### src/common/thermostat_cfg_pkg.sv
// shared constants for the thermostat deadband and solenoid hold block
package thermostat_cfg_pkg;
    // clock
    localparam int CLK_PERIOD_NS = 100;
    // apb register offsets (byte addresses)
    localparam logic [7:0] OFF_SETPOINT_ONE = 8'h00;
    localparam logic [7:0] OFF_SETPOINT_TWO = 8'h04;
    localparam logic [7:0] OFF_STATUS = 8'h08;
    localparam logic [7:0] OFF_DISPLAY = 8'h0c;
    localparam logic [7:0] OFF_DIP_ECHO = 8'h10;
    // reset values of the setpoints, whole degrees celsius
    localparam logic signed [15:0] RST_SETPOINT_ONE = 16'sh0032;
    localparam logic signed [15:0] RST_SETPOINT_TWO = 16'sh012c;
    // status register field positions
    localparam int ST_HEAT = 0;
    localparam int ST_PILOT = 1;
    localparam int ST_RANGE_OK = 2;
    localparam int ST_LOCKED = 3;
    localparam int ST_FAHR = 4;
    localparam int ST_DB_LSB = 8;
    localparam int ST_SUM_LSB = 16;
    localparam int ST_HOLD_LSB = 24;
    // probe one spans in celsius; LOW_RANGE_MAX_F is the low-range top in fahrenheit
    localparam logic signed [15:0] HIGH_RANGE_MIN_C = -16'sd60;
    localparam logic signed [15:0] HIGH_RANGE_MAX_C = 16'sd1100;
    localparam logic signed [15:0] LOW_RANGE_MIN_C = 16'sd0;
    localparam logic signed [15:0] LOW_RANGE_MAX_C = 16'sd500;
    localparam logic signed [15:0] LOW_RANGE_MAX_F = 16'sd932;
    // deadband table, index {sel_high, sel_low}
    localparam logic [3:0] DB_C_00 = 4'h5;
    localparam logic [3:0] DB_C_01 = 4'h3;
    localparam logic [3:0] DB_C_10 = 4'h2;
    localparam logic [3:0] DB_C_11 = 4'h1;
    localparam logic [3:0] DB_F_00 = 4'ha;
    localparam logic [3:0] DB_F_01 = 4'h6;
    localparam logic [3:0] DB_F_10 = 4'h4;
    localparam logic [3:0] DB_F_11 = 4'h2;
    // hold driver switch weights, percent
    localparam logic [6:0] WEIGHT_40 = 7'h28;
    localparam logic [6:0] WEIGHT_20 = 7'h14;
    localparam logic [6:0] WEIGHT_10 = 7'h0a;
    localparam logic [6:0] PCT_FULL = 7'h64;
    // hold timing
    localparam int PULL_IN_MS = 100;
    localparam int PULL_IN_CYCLES = PULL_IN_MS * (1000000 / CLK_PERIOD_NS);
    localparam int HOLD_PERIOD_US = 1000;
    localparam int PCT_STEP_CYCLES =
        (HOLD_PERIOD_US * 1000 / CLK_PERIOD_NS) / 100;
    // hold driver states
    typedef enum logic [2:0] {
        HOLD_IDLE = 3'b001,
        HOLD_PULL = 3'b010,
        HOLD_TRIM = 3'b100
    } hold_state_t;
endpackage

### src/thermostat_deadband_solenoid_hold.sv
// option switch decode, setpoint hysteresis and solenoid hold control
`timescale 1ns/1ps
`default_nettype none
module thermostat_deadband_solenoid_hold
    import thermostat_cfg_pkg::*;
#(
    parameter int NUM_SOL = 3,
    parameter int PULL_IN_CYC = PULL_IN_CYCLES
) (
    input wire logic pclk,
    input wire logic presetn,
    // apb slave
    input wire logic psel,
    input wire logic penable,
    input wire logic pwrite,
    input wire logic [7:0] paddr,
    input wire logic [31:0] pwdata,
    output logic [31:0] prdata,
    output logic pready,
    output logic pslverr,
    // option switches, sampled as steady levels
    input wire logic probe_one_range_sel,
    input wire logic overlay_button_lock,
    input wire logic hysteresis_sel_high,
    input wire logic hysteresis_sel_low,
    input wire logic units_fahrenheit,
    input wire logic pilot_continuous,
    input wire logic [2:0] hold_weight_sel,
    // overlay buttons, one-cycle pulses
    input wire logic button_up,
    input wire logic button_down,
    input wire logic button_target_two,
    // measurements in whole degrees celsius
    input wire logic signed [15:0] probe_one,
    input wire logic signed [15:0] probe_two,
    input wire logic display_probe_two,
    // solenoid requests from sequencing logic
    input wire logic [NUM_SOL-1:0] solenoid_request,
    output logic [NUM_SOL-1:0] solenoid_drive,
    output logic heat_call,
    output logic pilot_call,
    output logic probe_one_range_ok,
    output logic signed [15:0] display_value,
    output logic display_fahrenheit
);
    typedef struct packed {
        logic signed [15:0] sp_one;
        logic signed [15:0] sp_two;
        logic heat;
        logic range_ok;
        logic [31:0] rdata;
        logic signed [15:0] disp;
        logic disp_f;
        logic [15:0] step_cnt;
        logic [6:0] pct_phase;
    } state_t;

    state_t cur_ff;
    state_t nxt_cur;

    logic [NUM_SOL-1:0] holding;
    logic [3:0] db_c;
    logic [3:0] db_f;
    logic [6:0] hold_sum;
    logic buttons_ok;
    logic setup_phase;
    logic addr_hit;
    logic signed [16:0] on_threshold;
    logic signed [15:0] disp_src;
    logic signed [31:0] disp_f_wide;

    // celsius to fahrenheit, the nine-fifths product rounded toward zero before adding 32
    function automatic logic signed [31:0] to_fahr(
        input logic signed [15:0] c
    );
        logic signed [31:0] c_wide;
        c_wide = 32'(c);
        return (c_wide * 32'sd9) / 32'sd5 + 32'sd32;
    endfunction

    // deadband decode
    always_comb begin
        case ({hysteresis_sel_high, hysteresis_sel_low})
            2'b00: begin
                db_c = DB_C_00;
                db_f = DB_F_00;
            end
            2'b01: begin
                db_c = DB_C_01;
                db_f = DB_F_01;
            end
            2'b10: begin
                db_c = DB_C_10;
                db_f = DB_F_10;
            end
            2'b11: begin
                db_c = DB_C_11;
                db_f = DB_F_11;
            end
            default: begin
                db_c = DB_C_00;
                db_f = DB_F_00;
            end
        endcase
    end

    // hold duty: off switches add zero
    assign hold_sum = (hold_weight_sel[2] ? WEIGHT_40 : 7'h00)
                    + (hold_weight_sel[1] ? WEIGHT_20 : 7'h00)
                    + (hold_weight_sel[0] ? WEIGHT_10 : 7'h00);

    // lock input low is the enabled default
    assign buttons_ok = !overlay_button_lock;

    // turn-on point, widened so a low setpoint cannot wrap; it reads the
    // setpoint register directly so it tracks every write and button step
    always_comb begin
        on_threshold = 17'(cur_ff.sp_one) - $signed(17'(db_c));
    end

    assign disp_src = display_probe_two ? probe_two : probe_one;
    assign disp_f_wide = to_fahr(disp_src);

    // apb decode; zero wait states, reads captured in setup
    assign setup_phase = psel && !penable;
    always_comb begin
        case (paddr)
            OFF_SETPOINT_ONE,
            OFF_SETPOINT_TWO,
            OFF_STATUS,
            OFF_DISPLAY,
            OFF_DIP_ECHO: addr_hit = 1'b1;
            default: addr_hit = 1'b0;
        endcase
    end

    // next state
    always_comb begin
        nxt_cur = cur_ff;

        // overlay buttons step the chosen setpoint by one degree
        if (buttons_ok && (button_up != button_down)) begin
            if (button_target_two) begin
                nxt_cur.sp_two = button_up ? cur_ff.sp_two + 16'sd1
                                           : cur_ff.sp_two - 16'sd1;
            end else begin
                nxt_cur.sp_one = button_up ? cur_ff.sp_one + 16'sd1
                                           : cur_ff.sp_one - 16'sd1;
            end
        end

        // bus write wins over a button press in the same cycle
        if (psel && penable && pwrite) begin
            case (paddr)
                OFF_SETPOINT_ONE: nxt_cur.sp_one = pwdata[15:0];
                OFF_SETPOINT_TWO: nxt_cur.sp_two = pwdata[15:0];
                default: nxt_cur.sp_one = nxt_cur.sp_one;
            endcase
        end

        // hysteresis: in the band the decision is left as it was
        if (17'(probe_one) < on_threshold) begin
            nxt_cur.heat = 1'b1;
        end else if (probe_one > cur_ff.sp_one) begin
            nxt_cur.heat = 1'b0;
        end

        // valid span of probe one follows the range switch
        if (probe_one_range_sel) begin
            nxt_cur.range_ok = (probe_one >= LOW_RANGE_MIN_C)
                            && (probe_one <= LOW_RANGE_MAX_C);
        end else begin
            nxt_cur.range_ok = (probe_one >= HIGH_RANGE_MIN_C)
                            && (probe_one <= HIGH_RANGE_MAX_C);
        end

        // display follows the units switch
        nxt_cur.disp_f = units_fahrenheit;
        if (units_fahrenheit) begin
            nxt_cur.disp = disp_f_wide[15:0];
        end else begin
            nxt_cur.disp = disp_src;
        end

        // fixed-period percent phase shared by every hold driver
        if (cur_ff.step_cnt >= 16'(PCT_STEP_CYCLES - 1)) begin
            nxt_cur.step_cnt = 16'h0;
            if (cur_ff.pct_phase >= PCT_FULL - 7'h01) begin
                nxt_cur.pct_phase = 7'h00;
            end else begin
                nxt_cur.pct_phase = cur_ff.pct_phase + 7'h01;
            end
        end else begin
            nxt_cur.step_cnt = cur_ff.step_cnt + 16'h1;
        end

        // read data captured during setup, stable through access
        if (setup_phase) begin
            nxt_cur.rdata = 32'h0;
            case (paddr)
                OFF_SETPOINT_ONE: nxt_cur.rdata = 32'(cur_ff.sp_one);
                OFF_SETPOINT_TWO: nxt_cur.rdata = 32'(cur_ff.sp_two);
                OFF_STATUS: begin
                    nxt_cur.rdata[ST_HEAT] = cur_ff.heat;
                    nxt_cur.rdata[ST_PILOT] = pilot_call;
                    nxt_cur.rdata[ST_RANGE_OK] = cur_ff.range_ok;
                    nxt_cur.rdata[ST_LOCKED] = overlay_button_lock;
                    nxt_cur.rdata[ST_FAHR] = units_fahrenheit;
                    nxt_cur.rdata[ST_DB_LSB +: 4] =
                        units_fahrenheit ? db_f : db_c;
                    nxt_cur.rdata[ST_SUM_LSB +: 7] = hold_sum;
                    nxt_cur.rdata[ST_HOLD_LSB +: NUM_SOL] = holding;
                end
                OFF_DISPLAY: nxt_cur.rdata = 32'(cur_ff.disp);
                OFF_DIP_ECHO: begin
                    nxt_cur.rdata[0] = probe_one_range_sel;
                    nxt_cur.rdata[1] = overlay_button_lock;
                    nxt_cur.rdata[2] = hysteresis_sel_low;
                    nxt_cur.rdata[3] = hysteresis_sel_high;
                    nxt_cur.rdata[4] = units_fahrenheit;
                    nxt_cur.rdata[5] = pilot_continuous;
                    nxt_cur.rdata[10:8] = hold_weight_sel;
                end
                default: nxt_cur.rdata = 32'h0;
            endcase
        end
    end

    always_ff @(posedge pclk or negedge presetn) begin
        if (!presetn) begin
            cur_ff <= '{sp_one: RST_SETPOINT_ONE,
                        sp_two: RST_SETPOINT_TWO,
                        heat: 1'b0,
                        range_ok: 1'b0,
                        rdata: 32'h0,
                        disp: 16'sh0,
                        disp_f: 1'b0,
                        step_cnt: 16'h0,
                        pct_phase: 7'h00};
        end else begin
            cur_ff <= nxt_cur;
        end
    end

    // one hold driver per solenoid output
    genvar gi;
    generate
        for (gi = 0; gi < NUM_SOL; gi++) begin : g_sol
            solenoid_hold_driver #(
                .PULL_IN_CYC(PULL_IN_CYC)
            ) u_drv (
                .pclk(pclk),
                .presetn(presetn),
                .request(solenoid_request[gi]),
                .pct_phase(cur_ff.pct_phase),
                .hold_sum(hold_sum),
                .drive(solenoid_drive[gi]),
                .holding(holding[gi])
            );
        end
    endgenerate

    assign heat_call = cur_ff.heat;
    // continuous pilot stays on; intermittent follows the heat call
    assign pilot_call = pilot_continuous || cur_ff.heat;
    assign probe_one_range_ok = cur_ff.range_ok;
    assign display_value = cur_ff.disp;
    assign display_fahrenheit = cur_ff.disp_f;
    assign prdata = cur_ff.rdata;
    assign pready = 1'b1;
    // unmapped addresses answer with an error in the access phase
    assign pslverr = psel && penable && !addr_hit;
endmodule
`default_nettype wire

### src/solenoid_hold_driver.sv
// one solenoid output: full-on pull-in, then trimmed hold duty
`timescale 1ns/1ps
`default_nettype none
module solenoid_hold_driver
    import thermostat_cfg_pkg::*;
#(
    parameter int PULL_IN_CYC = PULL_IN_CYCLES
) (
    input wire logic pclk,
    input wire logic presetn,
    input wire logic request,
    input wire logic [6:0] pct_phase,
    input wire logic [6:0] hold_sum,
    output logic drive,
    output logic holding
);
    typedef struct packed {
        hold_state_t state;
        logic [31:0] timer;
        logic drive;
    } drv_t;

    drv_t cur_ff;
    drv_t nxt_cur;

    // pull in fully, then start trimming
    always_comb begin
        nxt_cur = cur_ff;
        case (cur_ff.state)
            HOLD_IDLE: begin
                nxt_cur.drive = 1'b0;
                nxt_cur.timer = 32'h0;
                if (request) begin
                    nxt_cur.state = HOLD_PULL;
                    nxt_cur.drive = 1'b1;
                end
            end
            HOLD_PULL: begin
                nxt_cur.drive = 1'b1;
                // trimming only after a full on-time has elapsed
                if (cur_ff.timer >= 32'(PULL_IN_CYC - 1)) begin
                    nxt_cur.state = HOLD_TRIM;
                end else begin
                    nxt_cur.timer = cur_ff.timer + 32'h1;
                end
            end
            HOLD_TRIM: begin
                // zero sum means no trimming at all, the safe side
                if (hold_sum == 7'h00) begin
                    nxt_cur.drive = 1'b1;
                end else begin
                    nxt_cur.drive = (pct_phase < hold_sum);
                end
            end
            default: begin
                nxt_cur.state = HOLD_IDLE;
                nxt_cur.drive = 1'b0;
            end
        endcase
        // dropping the request shuts the valve at once
        if (!request) begin
            nxt_cur.state = HOLD_IDLE;
            nxt_cur.drive = 1'b0;
            nxt_cur.timer = 32'h0;
        end
    end

    always_ff @(posedge pclk or negedge presetn) begin
        if (!presetn) begin
            cur_ff <= '{state: HOLD_IDLE, timer: 32'h0, drive: 1'b0};
        end else begin
            cur_ff <= nxt_cur;
        end
    end

    assign drive = cur_ff.drive;
    assign holding = (cur_ff.state == HOLD_TRIM);
endmodule
`default_nettype wire

### config.mk
export PLATFORM = sky130hd
export DESIGN_NAME = thermostat_deadband_solenoid_hold
export DESIGN_NICKNAME = d
export VERILOG_FILES = /design/src/common/thermostat_cfg_pkg.sv /design/src/thermostat_deadband_solenoid_hold.sv /design/src/solenoid_hold_driver.sv
export SDC_FILE = /design/constraint.sdc
export NUM_CORES = 1
export LEC_CHECK = 0
export BUFFER_PORTS_ARGS = -buffer_cell sky130_fd_sc_hd__buf_4
export CAP_MARGIN = 20
export CORE_UTILIZATION = 56
export DETAILED_ROUTE_END_ITERATION = 6
export GPL_ROUTABILITY_DRIVEN = 0
export PLACE_DENSITY = 0.88
export SLEW_MARGIN = 20
export SYNTH_ARGS = -nofsm -noshare
export SYNTH_HDL_FRONTEND = slang
export SYNTH_SLANG_ARGS = --single-unit
### constraint.sdc
create_clock -name pclk -period 3.8 [get_ports pclk]
set_input_delay 0.19 -clock pclk [delete_from_list [all_inputs] [get_ports pclk]]
set_output_delay 0.19 -clock pclk [all_outputs]
set_load 0.05 [all_outputs]
==> impl_metrics.yaml, run 1 <==
run_status:
  run_status: "did not finish"
  lastStage: "global routing (5_1_grt)"
  tool.error: "[ERROR GRT-0232] Routing congestion too high. Check the congestion heatmap in the GUI."
clock_tree:
  cts-root-buf: "clkbuf_16"
  cts_sinks: 208
  htreeDepth: 1
  cts_inserted_buffers: 20
  clockBufferDepth: 3
sta:
  worstEndpointGrtRepair: "display_value[12]$_DFF_PN0_/D"
  worstEpCategory: "sequential cell input"
yosys:
  synth_edf_count: 0
  synth.avg_cell_area_um2: 8.33
  synth.most_common_cell: "nor2_1"
  yosys.area.top_type: "dfrtp_1"
  yosys_most_used_dff: "dfrtp_1"
  async_flop_share: 1.00
  synth.area.top_cells: "dfrtp_1 28%, ha_1 8.1%, nor2_1 5.1%, xnor2_1 5.0%, a21oi_1 4.3%"
  ys_ff_latch: 208
  synth_common_cells: "241 x nor2_1, 199 x nand2_1, 198 x dfrtp_1"
  ys.warnings.count: 0
  seq_area_frac_synth: 0.295
  synth_top_area_share: 0.281
  synth_area_mm2: 0.0177
  netlist_instances: 2121
  ys_types: 111
floorplan:
  die_w_um: 180
  row_count: 64
  start_util: 0.573
  ios: 150
  dieHeight_um: 180
global_route:
  overflow: 10
  grt_max_degree: 100
  grt.total_usage: 0.692
placement:
  port_buffers: 132
  hpwl_mm: 42.5
## per-layer routing
| layer | overflow | GRT usage |
|---|---|---|
| met3 | 0 | 0.593 |
| met4 | 5 | 0.700 |
| met2 | 4 | 0.834 |
| met5 | 0 | 0.262 |
| met1 | 1 | 0.672 |
## per-stage QoR
step | TNS, ns | instances | hold WS, ns | cell area (um^2) | setup WS (ns)
floorplan | -92.99 | 2129 | -0.106 | 18100 | -6.34
global placement | -98.71 | 2890 | 0.311 | 21500 | -6.69
detailed placement | -107.49 | 2890 | 0.313 | 21500 | -7.22
CTS | -93.42 | 3011 | 0.0218 | 23800 | -6.13
## kinds of logic after synthesis
kind of cell    count (synthesis)  synth area share
other cells                     2          0.000425
compound gates                554             0.210
mux                            67            0.0429
xor+xnor                      165            0.0839
fa+ha+maj                     122            0.0877
buf+inv                       208            0.0580
simple gates                  795             0.221
flops                         208             0.295
## timing repair
item                                   in CTS
buffers inserted                           68
setup endpoints to repair                  30
hold buffers                               20
gates cloned                                3
pin swaps                                  87
gates resized for setup                   171
endpoints found under the hold margin     129
==> run 2: changes to the inputs <==
- CORE_UTILIZATION: 56 -> 40
- PLACE_DENSITY: 0.88 -> not set
- PLACE_DENSITY_LB_ADDON: not set -> 0.15
- clock period: 3.8 -> 4.9 ns (I/O delays scaled with it)
==> impl_metrics.yaml, run 2 <==
critical_path:
  cp_max_fo: 7
  crit_cells: 55
  critPathBufInv: 12
  worstSetupPathType: "primary input to flip-flop"
  slowest_delay_ns: 0.54
  crit_top_cell: "buf_4"
  worstPathArrival_ns: 10.50
  rr_worst_depth: 19
  worstSetupStartpoint: "display_probe_two"
  crit_family: "simple AND/OR/NAND/NOR gates"
  crit_required_ns: 5.29
  startpoint_type: "primary input"
  rr_endpoint: "cur_ff[105]"
  r2r_slack_ns: 0.90
  endpoint_kind: "flip-flop"
  r2r_start: "cur_ff[91]"
  critPathSlowestCell: "fa_2"
min_path:
  hold_end: "display_fahrenheit"
  holdCritStartpoint: "units_fahrenheit"
  hold_class: "primary input to flip-flop"
  hold-path-cell-count: 1
yosys:
  yosys.area.top_type: "dfrtp_1"
  async_flop_share: 1.00
  ys_ff_latch: 208
  synth_top_area_share: 0.281
  synth.avg_cell_area_um2: 8.33
  yosys_most_used_dff: "dfrtp_1"
  ys_types: 111
  synth.most_common_cell: "nor2_1"
  netlist_instances: 2121
  seq_area_frac_synth: 0.295
  synth_common_cells: "241 x nor2_1, 199 x nand2_1, 198 x dfrtp_1"
  synth.area.top_cells: "dfrtp_1 28%, ha_1 8.1%, nor2_1 5.1%, xnor2_1 5.0%, a21oi_1 4.3%"
  synth_edf_count: 0
  synth_area_mm2: 0.0177
  ys.warnings.count: 0
sta:
  slew_headroom: 0.322
  finClkSkew_ns: 0.0201
  timing.final.crit_share: 2.06
  slew_viol_final: 0
  period_needed_ns: 10.12
  finalHoldViolations: 0
  setup_viol: 16
  fmax_mhz: 98.9
  rsz0062_at_grt: "yes"
  setup_ws_ns: -5.22
  worst_pin_slew_ns: 1.02
global_route:
  grt.total_usage: 0.241
  grt_pass1_vias: 17094
  grt_pass1_wl_mm: 87.8
  overflow: 0
  grt_max_degree: 122
  antenna_found_initial: 0
placement:
  postPlaceCellArea_mm2: 0.0218
  hpwl_mm: 41.6
  port_buffers: 132
  dp_cells: 3074
run:
  drv_cap: 0
detailed_routing:
  dr.pass1.iters: 5
  vias: 17607
  drt_iter0_markers: 1210
  viasPerCell: 5.50
  wire_per_inst_um: 17.2
  wl_mm: 55.1
  drc_errors: 0
  ant_nets: 0
floorplan:
  ios: 150
  row_count: 76
  start_util: 0.408
  die_area_mm2: 0.0450
  dieHeight_um: 212
  fp.coreArea_mm2: 0.0433
  die_w_um: 212
clock_tree:
  cts-root-buf: "clkbuf_16"
  cts_sinks: 208
  clk_latency_ns: 0.53
  htreeDepth: 1
  cts_inserted_buffers: 25
  cts_tree: "done"
  clockBufferDepth: 3
  clk_pin_slew_worst_paths_ns: 0.07
layout:
  n_antenna_cell: 0
  fin_cells: 3202
  layout_common_cells: "525 x buf_4, 234 x nor2_1, 198 x dfrtp_1"
  top_register: "g_sol.u_drv.cur_ff"
  final_common_cell: "buf_4"
  finalInstanceArea_mm2: 0.0243
  largest_reg_flops: 105
  layout.nets: 2811
  area_delta_synth_final_pct: 37.4
  drive_above_1_share: 0.321
run_status:
  run_status: "complete, but fails checks"
  violations: "negative setup slack"
-- run 2: per-layer routing --
layer / GRT usage / vias up / share of wire
met2: 0.409 / 408 / 0.47
met5: 0 / - / 0
met3: 0.0248 / 101 / 0.047
met1: 0.321 / 8505 / 0.45
li1: - / 8593 / -
met4: 0.0720 / 0 / 0.027
-- run 2: how the worst max path moves through the flow --
stage	to	slack [ns]
after global placement	display_value[14]	-5.72
after global routing	display_value[12]	-5.72
after detailed placement	display_value[13]	-5.93
after floorplan	display_value[13]	-5.29
after CTS	display_value[13]	-4.99
final	display_value[12]	-5.22
-- run 2: cell families after synthesis --
family,after synthesis,share of synthesized area
XOR/XNOR,165,0.0839
adder cells (fa/ha/maj),122,0.0877
AO/OA/AOI/OAI,554,0.210
AND/OR/NAND/NOR,795,0.221
buffers and inverters,208,0.0580
multiplexers,67,0.0429
flip-flops,208,0.295
other,2,0.000425
-- run 2: layout make-up --
type | instances | area, um^2
Multi-Input combinational cell | 1715 | 12600
Clock buffer | 30 | 674
Tap cell | 585 | 732
Inverter | 83 | 314
Clock inverter | 15 | 292
Timing Repair Buffer | 566 | 4440
Sequential cell | 208 | 5220
Fill cell | 3947 | 19000
-- run 2: what timing repair did --
item / in CTS / in global routing
hold endpoints to repair: 158 / 0
gates cloned: 4 / 0
setup endpoints to repair: 16 / 16
pin swaps: 69 / 42
setup buffers: 45 / 19
hold buffers: 20 / 0
gates resized for setup: 97 / 62
-- run 2: per-stage QoR --
step / setup TNS (ns) / utilization / setup slack, ns / hold slack (ns)
2_1_floorplan: -76.27 / - / -5.29 / -0.0506
3_3_place_gp: -84.56 / 0.502 / -5.72 / 0.406
3_5_place_dp: -87.50 / 0.503 / -5.93 / 0.408
4_1_cts: -72.80 / 0.550 / -4.99 / 0.0203
5_1_grt: -84.39 / 0.561 / -5.72 / 0.0381
6_report: -76.68 / 0.561 / -5.22 / 0.0380
Power of run 2 is left out: the tool's default activity adds up to more than one toggle a clock period on the data nets, which glitch-free logic cannot reach.
